`src/logic/seq_pkg.sv`:
```
// Shared constants and types for the timed handshake sequencer link.
package seq_pkg;

    // ************************************************************
    // Link word layout
    // ************************************************************
    localparam int NUM_CARDS = 4;               // Card slots served.
    localparam int WORD_W    = 8;               // Word payload width.
    typedef logic [1:0] word_kind_t;            // Kind of a link word.
    localparam word_kind_t KIND_CONTROL = 2'h0; // Control word, mode bits.
    localparam word_kind_t KIND_DATA    = 2'h1; // Data word to a card.
    localparam word_kind_t KIND_ABORT   = 2'h2; // Abort character.

    // Control word mode bit positions.
    localparam int MB_SYS_EN   = 0;             // output_system_enable.
    localparam int MB_GATE_EN  = 1;             // transfer_gate_enable.
    localparam int MB_IN_SEL   = 2;             // input_select.
    localparam int MB_TIMED    = 3;             // timed_handshake_mode.
    localparam int MB_IRQ_ARM  = 4;             // interrupt_arm_enable.
    localparam int MODE_W      = 5;             // Number of mode bits.
    localparam logic [MODE_W-1:0] MODE_RESET = 5'h00; // Modes after reset.

    // Data word field positions.
    localparam int DW_SLOT_LO  = 0;             // Card slot, low bit.
    localparam int DW_SLOT_HI  = 1;             // Card slot, high bit.
    localparam int DW_GATE     = 2;             // Gate character present.

    // Serial poll answer.
    localparam logic [7:0] POLL_DONE = 8'h40;   // Device requested service.
    localparam logic [7:0] POLL_IDLE = 8'h00;   // Nothing to report.

    // ************************************************************
    // Controller register map
    // ************************************************************
    localparam logic [7:0] REG_CMD      = 8'h00; // Word to send.
    localparam logic [7:0] REG_STATUS   = 8'h04; // Controller state.
    localparam logic [7:0] REG_IRQ_STAT = 8'h08; // Sticky events, W1C.
    localparam logic [7:0] REG_IRQ_MASK = 8'h0C; // Event mask.
    localparam logic [7:0] REG_POLL     = 8'h10; // Write starts a poll.
    localparam int CMD_KIND_LO = 8;              // Kind field in REG_CMD.
    localparam int EV_SRQ      = 0;              // Service request rose.
    localparam int EV_DONE     = 1;              // Poll returned done.
    localparam int EV_SENT     = 2;              // Word was accepted.
    localparam int EV_W        = 3;              // Number of events.
    localparam logic [EV_W-1:0] EV_RESET = 3'h0; // Events after reset.

endpackage

```
`src/logic/seq_link_if.sv`:
```
// Interface joining the bus controller end and the sequencer device end.
`timescale 1ns/1ps
`default_nettype none
interface seq_link_if;
    import seq_pkg::*;
    logic                word_valid;   // Controller offers a word.
    word_kind_t          word_kind;    // Kind of the offered word.
    logic [WORD_W-1:0]   word_data;    // Payload of the offered word.
    logic                word_ready;   // Device takes the word.
    logic                poll_req;     // One-cycle serial poll request.
    logic                status_valid; // Poll answer strobe.
    logic [7:0]          status_byte;  // Poll answer byte.
    logic                srq;          // Service request level.

    // Controller end drives words and polls.
    modport ctrl (
        output word_valid, word_kind, word_data, poll_req,
        input  word_ready, status_valid, status_byte, srq
    );

    // Device end accepts words and answers polls.
    modport dev (
        input  word_valid, word_kind, word_data, poll_req,
        output word_ready, status_valid, status_byte, srq
    );
endinterface
`default_nettype wire

```
`src/logic/seq_device.sv`:
```
// Sequencer device end: mode bits, card gating, completion flags, service.
// Summary of operation
// - Gate character starts the card's timing sequence.
// - Late timed mode waits for all cards.
// - Serial poll answers 64 when requesting service.
// - Card timeout raises service request; poll clears.
// - Turning timed mode on with no card gated raises service request.
// - Stall all words but the abort while waiting for card flag in timed mode.
// - Stall final control word until transfer finishes.
// - Flagless card gating leaves gate never ending.
// - Abort clears gate left without gate enable.
// - Stuck external flag survives abort; reset only.
// - Controller sets input select before reads.
// - Input select, timed, interrupt arm bits apply.
// - Completion flag in timed mode sets request.
// - Gate enable needed for dependent cards' flags.
`timescale 1ns/1ps
`default_nettype none
module seq_device
    import seq_pkg::*;
(
    // Clock and reset.
    input  wire logic                 sys_clk,
    input  wire logic                 rst,
    // Link to the bus controller.
    seq_link_if.dev                   link,
    // Card side.
    input  wire logic [NUM_CARDS-1:0] card_completion_flag,
    input  wire logic [NUM_CARDS-1:0] card_needs_gate_enable,
    output logic      [NUM_CARDS-1:0] card_gate,
    output logic      [MODE_W-1:0]    card_mode
);

    // ************************************************************
    // Pin synchronisers
    // ************************************************************
    localparam int SYNC_W = 2 * NUM_CARDS;      // Flags and straps.
    logic [SYNC_W-1:0] pin_s1_q;                // First stage, raw.
    logic [SYNC_W-1:0] pin_s2_q;                // Second stage.
    logic [SYNC_W-1:0] pin_s3_q;                // Third stage.
    logic [SYNC_W-1:0] pin_filt_q;              // Accepted pin levels.

    // Three stage flops and a held level per pin; a change counts once stages two and three agree.
    always_ff @(posedge sys_clk or posedge rst) begin
        if (rst) begin
            pin_s1_q   <= '0;
            pin_s2_q   <= '0;
            pin_s3_q   <= '0;
            pin_filt_q <= '0;
        end else begin
            pin_s1_q   <= {card_needs_gate_enable, card_completion_flag};
            pin_s2_q   <= pin_s1_q;
            pin_s3_q   <= pin_s2_q;
            pin_filt_q <= (pin_s2_q & pin_s3_q)
                        | (pin_filt_q & (pin_s2_q | pin_s3_q));
        end
    end

    // ************************************************************
    // Mode bits and flag line
    // ************************************************************
    logic [MODE_W-1:0]    mode_q;               // Modes in force.
    logic [NUM_CARDS-1:0] flag_raw;             // Synced card flags.
    logic [NUM_CARDS-1:0] needs_en;             // Synced strap levels.
    logic [NUM_CARDS-1:0] flag_eff;             // Flags allowed on line.
    logic [NUM_CARDS-1:0] flag_prev_q;          // Flags one cycle back.
    logic                 timed;                // Timed handshake on.

    assign flag_raw = pin_filt_q[NUM_CARDS-1:0];
    assign needs_en = pin_filt_q[SYNC_W-1:NUM_CARDS];
    assign timed    = mode_q[MB_TIMED];
    // A dependent card reaches the flag line only with gate enable on.
    assign flag_eff = flag_raw
                    & (~needs_en | {NUM_CARDS{mode_q[MB_GATE_EN]}});
    // Mode bits reach every card, input cards use three of them.
    assign card_mode = mode_q;

    // ************************************************************
    // Word acceptance
    // ************************************************************
    logic                 pending;              // Any card still gated.
    logic                 take;                 // Word accepted this cycle.
    logic                 is_ctrl;              // Accepted control word.
    logic                 is_data;              // Accepted data word.
    logic                 is_abort;             // Accepted abort word.
    logic [1:0]           slot;                 // Addressed card slot.

    assign pending = |card_gate;
    // While a timed card waits for its flag, only the abort gets through.
    assign link.word_ready = (link.word_kind == KIND_ABORT)
                           | ~(timed & pending);
    assign take     = link.word_valid & link.word_ready;
    assign is_ctrl  = take & (link.word_kind == KIND_CONTROL);
    assign is_data  = take & (link.word_kind == KIND_DATA);
    assign is_abort = take & (link.word_kind == KIND_ABORT);
    assign slot     = link.word_data[DW_SLOT_HI:DW_SLOT_LO];

    // Only a control word changes the modes; they persist otherwise.
    always_ff @(posedge sys_clk or posedge rst) begin
        if (rst) begin
            mode_q <= MODE_RESET;
        end else if (is_ctrl) begin
            mode_q <= link.word_data[MODE_W-1:0];
        end
    end

    // ************************************************************
    // Card gates
    // ************************************************************
    // Each card gate opens on its gate character and closes on the
    // trailing edge of its permitted flag. A card with no flag, or one
    // blocked by gate enable, never closes it; the abort clears such a
    // gate, but not one whose flag stands high and never falls.
    always_ff @(posedge sys_clk or posedge rst) begin
        if (rst) begin
            card_gate   <= '0;
            flag_prev_q <= '0;
        end else begin
            flag_prev_q <= flag_eff;
            for (int i = 0; i < NUM_CARDS; i++) begin
                if (is_data && link.word_data[DW_GATE] && slot == i) begin
                    card_gate[i] <= 1'b1;
                end else if (flag_prev_q[i] && !flag_eff[i]) begin
                    card_gate[i] <= 1'b0;
                end else if (is_abort && !flag_eff[i]) begin
                    card_gate[i] <= 1'b0;
                end
            end
        end
    end

    // ************************************************************
    // Service request and serial poll
    // ************************************************************
    logic pending_prev_q;                       // Pending one cycle back.
    logic srq_set;                              // Request raising event.
    logic srq_q;                                // Service request level.
    logic [7:0] status_q;                       // Poll answer byte.
    logic       status_valid_q;                 // Poll answer strobe.

    // The request rises when the last gated card finishes in timed mode,
    // which defers it until all cards are done if timed mode came late,
    // or when timed mode is switched on with no card outstanding.
    assign srq_set = (timed & pending_prev_q & ~pending)
                   | (is_ctrl & link.word_data[MB_TIMED]
                      & ~timed & ~pending);

    // Pending history for trailing edge detection.
    always_ff @(posedge sys_clk or posedge rst) begin
        if (rst) begin
            pending_prev_q <= 1'b0;
        end else begin
            pending_prev_q <= pending;
        end
    end

    // A poll clears the request, but a new event in that cycle wins.
    always_ff @(posedge sys_clk or posedge rst) begin
        if (rst) begin
            srq_q <= 1'b0;
        end else if (srq_set) begin
            srq_q <= 1'b1;
        end else if (link.poll_req) begin
            srq_q <= 1'b0;
        end
    end

    // The poll answer stands one cycle after the request.
    always_ff @(posedge sys_clk or posedge rst) begin
        if (rst) begin
            status_q       <= POLL_IDLE;
            status_valid_q <= 1'b0;
        end else begin
            status_valid_q <= link.poll_req;
            if (link.poll_req) begin
                status_q <= srq_q ? POLL_DONE : POLL_IDLE;
            end
        end
    end

    assign link.srq          = srq_q;
    assign link.status_byte  = status_q;
    assign link.status_valid = status_valid_q;

endmodule
`default_nettype wire

```
`src/flat_wrapper.sv`:
```
// flat-port wrapper written by rule: the top's interface ports become plain ports
module seq_device_flat import seq_pkg::*;
  (sys_clk, rst, card_completion_flag, card_needs_gate_enable, card_gate, card_mode, link_word_valid, link_word_kind, link_word_data, link_poll_req, link_word_ready, link_status_valid, link_status_byte, link_srq);
  seq_link_if link_i ();
  input  wire logic sys_clk;
  input  wire logic rst;
  input  wire logic [NUM_CARDS-1:0] card_completion_flag;
  input  wire logic [NUM_CARDS-1:0] card_needs_gate_enable;
  output logic      [NUM_CARDS-1:0] card_gate;
  output logic      [MODE_W-1:0] card_mode;
  input wire logic [$bits(link_i.word_valid)-1:0] link_word_valid;
  input wire logic [$bits(link_i.word_kind)-1:0] link_word_kind;
  input wire logic [$bits(link_i.word_data)-1:0] link_word_data;
  input wire logic [$bits(link_i.poll_req)-1:0] link_poll_req;
  output wire logic [$bits(link_i.word_ready)-1:0] link_word_ready;
  output wire logic [$bits(link_i.status_valid)-1:0] link_status_valid;
  output wire logic [$bits(link_i.status_byte)-1:0] link_status_byte;
  output wire logic [$bits(link_i.srq)-1:0] link_srq;
  assign link_i.word_valid = link_word_valid;
  assign link_i.word_kind = link_word_kind;
  assign link_i.word_data = link_word_data;
  assign link_i.poll_req = link_poll_req;
  assign link_word_ready = link_i.word_ready;
  assign link_status_valid = link_i.status_valid;
  assign link_status_byte = link_i.status_byte;
  assign link_srq = link_i.srq;
  seq_device u_core (.sys_clk(sys_clk), .rst(rst), .link(link_i), .card_completion_flag(card_completion_flag), .card_needs_gate_enable(card_needs_gate_enable), .card_gate(card_gate), .card_mode(card_mode));
endmodule
```
`config.mk`:
```
export PLATFORM = sky130hd
export DESIGN_NAME = seq_device_flat
export DESIGN_NICKNAME = d
export VERILOG_FILES = /design/src/logic/seq_pkg.sv /design/src/logic/seq_link_if.sv /design/src/logic/seq_device.sv /design/src/flat_wrapper.sv
export SDC_FILE = /design/constraint.sdc
export NUM_CORES = 1
export LEC_CHECK = 0
export BUFFER_PORTS_ARGS = -buffer_cell sky130_fd_sc_hd__clkbuf_2
export CORE_ASPECT_RATIO = 0.75
export CORE_MARGIN = 2
export CORE_UTILIZATION = 45
export CTS_CLUSTER_DIAMETER = 40
export CTS_CLUSTER_SIZE = 25
export DETAILED_ROUTE_END_ITERATION = 16
export HOLD_SLACK_MARGIN = 0.08
export PLACE_DENSITY_LB_ADDON = 0.1
export SYNTH_ARGS = -nofsm -noshare
export SYNTH_HDL_FRONTEND = slang
export SYNTH_SLANG_ARGS = --single-unit
```
`constraint.sdc`:
```
create_clock -name sys_clk -period 1.6 [get_ports sys_clk]
set_input_delay 0.08 -clock sys_clk [delete_from_list [all_inputs] [get_ports sys_clk]]
set_output_delay 0.08 -clock sys_clk [all_outputs]
set_load 0.01 [all_outputs]
```
==> flow_metrics.tcl <==
set metrics [dict create \
    hold_path_class "input pin to flip-flop" \
    netlist_instances 106 \
    cp.required_ns 1.52 \
    globalRouteTotalUtil_pct 14.3 \
    port_buffers 31 \
    place_congestion 0.817 \
    area_delta_synth_final_pct 27.6 \
    cts.sinks 49 \
    grt_max_degree 21 \
    cp_slowest_cell "o41a_1" \
    dieHeight_um 57.2 \
    status "completed" \
    met1_length_mm 1.27 \
    yosysWarnings 0 \
    nets 182 \
    finalCriticalPeriod_ns 1.54 \
    clkTransAtPathRegs_ns 0.08 \
    die_width_um 74.9 \
    hpwl_mm 1.83 \
    rsz0062_at_grt "no" \
    critPathLaunchType "flip-flop" \
    drive_gt1_share_pct 31.7 \
    clkLatencyLatePin_ns 0.29 \
    seq_area_frac_synth_pct 72.2 \
    final_area_mm2 0.00217 \
    seq_area_mm2 0.00123 \
    placed_cell_area_mm2 0.00190 \
    leakage_nw 1.03 \
    first_pass_iters 4 \
    end_kind "primary output" \
    ys_seq_elements 49 \
    setup_tns_ns 0 \
    grt_first_pass_wirelength_mm 4.52 \
    start_util_pct 46.7 \
    period_share_pct 96.4 \
    synthesis.area_mm2 0.00170 \
    drv_slew 0 \
    core_area_mm2 0.00364 \
    reg2regPathDepth 3 \
    die_area_mm2 0.00429 \
    fmax_mhz 648 \
    vias 966 \
    n_antenna_cell 0 \
    min_path_cells 3 \
    cts_tree "yes" \
    power_density_mw_per_mm2 1220 \
    wl_mm 2.64 \
    avgSynthCellArea_um2 16.0 \
    hold_violations 0 \
    ir_worst_vdd_uv 650 \
    pwr-share-comb_pct 12.8 \
    reg2reg_slack_ns 0.07 \
    route.met2.wl_mm 1.16 \
    intPower_mw 2.05 \
    power.switching_mw 0.588 \
    p_sw_share_pct 22.3 \
    wire_per_inst_um 12.4 \
    ant_nets 0 \
    clk_path_buf_depth 2 \
    crit_path_cell_trace "o41a_1 > o21ai_0 > clkbuf_2" \
    synth_cell_type_count 24 \
    fin_skew_ns 0.00485 \
    num_rows 19 \
    power_frac_seq_pct 54.3 \
    cts-root-buf "clkbuf_8" \
    fillers 303 \
    drc 0 \
    cap_violations 0 \
    clock_power_share_pct 32.9 \
    multi_input_area_um2 430 \
    io_pins 42 \
    cp.arrival_ns 1.46 \
    crit_type "flip-flop to primary output" \
    top_layer "met4" \
    grt_overflow 0 \
    first_global_vias 990 \
    first_iter_violations 41 \
    routed_via_density 4.54 \
    ctsHtreeMaxLevel 2 \
    cpPeakStageDelay_ns 0.49 \
    cts_buffers 5 \
    route.met3.wl_um 174 \
    setup_violations 0 \
    grt_antenna_before_repair 0 \
    cp_max_fo 4 \
]
critical path, delay by kind of cell, from the launching register on:
family | cells | cell delay, ns
buffers and inverters | 1 | 0.16
AOI/OAI and AO/OA | 2 | 0.60
DFF | 1 | 0.41
layout make-up:
type	count	share of cell area [%]
Inverter	3	0.520
Clock buffer	7	3.98
Clock inverter	1	1.39
Timing Repair Buffer	48	14.7
Sequential cell	49	56.6
Multi-Input combinational cell	53	19.9
Tap cell	52	3.00
metal layers:
layer	GRT usage (%)	vias to the layer above
li1	-	460
met1	19.9	467
met2	20.9	34
met3	4.24	5
met4	6.12	0
met5	0	-
sequential cells by signal (all words and copies together) (netlist names):
| signal | cells |
|---|---|
| u_core.card_mode | 5 |
| u_core.flag_prev_q | 4 |
| u_core.pin_s3_q | 8 |
| u_core.pin_s2_q | 8 |
| u_core.link.status_valid | 1 |
| u_core.pin_s1_q | 8 |
| u_core.link.srq | 1 |
| u_core.link.status_byte | 1 |
| u_core.pin_filt_q | 8 |
| u_core.card_gate | 4 |
| u_core.pending_prev_q | 1 |
layout by cell type, fill, tap and decap left out, types with 2 or more instances in the layout:
master         synthesis  layout
a22o_1                 2       2
a32o_1                 2       2
and2_1                 4       4
buf_4                  7       3
clkbuf_2               0      31
clkbuf_8               0       6
conb_1                 1       7
dfrtp_1               49      49
dlygate4sd3_1          0      14
inv_1                  3       2
maj3_1                 8       8
mux2_4                 4       4
nand2_1                4       4
nand2b_1               6       6
o2bb2ai_1              4       4
cell usage after synthesis (all sizes together):
library cell | instances | area, um2
o41a | 1 | 11.3
and3b | 1 | 8.76
maj3 | 8 | 80.1
or2 | 1 | 6.26
nand2b | 7 | 51.3
o21ai | 1 | 5.00
conb | 1 | 3.75
nor3b | 1 | 12.5
dfrtp | 49 | 1230
nand2 | 4 | 15.0
a22o | 2 | 17.5
o31ai | 1 | 7.51
inv | 3 | 11.3
a32o | 2 | 20.0
buf | 7 | 52.6
o311ai | 1 | 8.76
mux2 | 5 | 71.3
o2bb2ai | 4 | 35.0
nor3 | 1 | 5.00
nor4 | 1 | 12.5
or4 | 1 | 11.3
and2 | 4 | 25.0
timing repair:
| item | CTS | global route |
|---|---|---|
| hold buffers | 14 | 0 |
| hold endpoints to repair | 33 | 0 |
| setup endpoints to repair | 0 | 1 |
| setup buffers | 0 | 1 |
| gates resized for setup | 0 | 0 |
path summary, 6_finish.rpt:
path,from,end
max in group asynchronous,rst,u_core.pin_filt_q[5]
setup reg to reg,u_core.card_gate[2],u_core.card_mode[4]
hold reg to reg,u_core.pin_s1_q[3],u_core.pin_s2_q[3]
min in group asynchronous,rst,u_core.pin_s1_q[6]
setup / recovery,u_core.card_gate[2],link_word_ready
hold / removal,link_word_kind[0],u_core.card_mode[3]
stage by stage:
stage	total power [mW]	utilization (%)	std cells	hold WS, ns	setup WS, ns
6_report	2.64	59.6	213	0.0999	0.0574
5_1_grt	2.79	59.6	213	0.108	0.0000885
4_1_cts	2.68	59.4	212	0.0868	0.0547
3_5_place_dp	1.77	52.3	190	0.0736	0.0896
3_3_place_gp	1.76	52.3	190	0.0710	0.103
2_1_floorplan	1.65	-	112	0.111	0.111
power by group through the flow:
| stage | Combinational, mW | Sequential, mW | Clock, mW |
|---|---|---|---|
| final | 0.337 | 1.44 | 0.870 |
| after global routing | 0.377 | 1.45 | 0.958 |
| after CTS | 0.339 | 1.44 | 0.902 |
| after detailed placement | 0.311 | 1.46 | 0 |
| after global placement | 0.308 | 1.46 | 0 |
| after floorplan | 0.187 | 1.47 | 0 |
logic make-up after synthesis:
| logic type | count (synthesis) | synth area share [%] |
|---|---|---|
| other | 1 | 0.221 |
| and+or+nand+nor | 21 | 8.69 |
| buffers and inverters | 10 | 3.76 |
| AOI/OAI and AO/OA | 12 | 6.19 |
| adders and majority gates | 8 | 4.72 |
| muxes | 5 | 4.20 |
| DFF | 49 | 72.2 |
(Power assumes the default switching activity.)
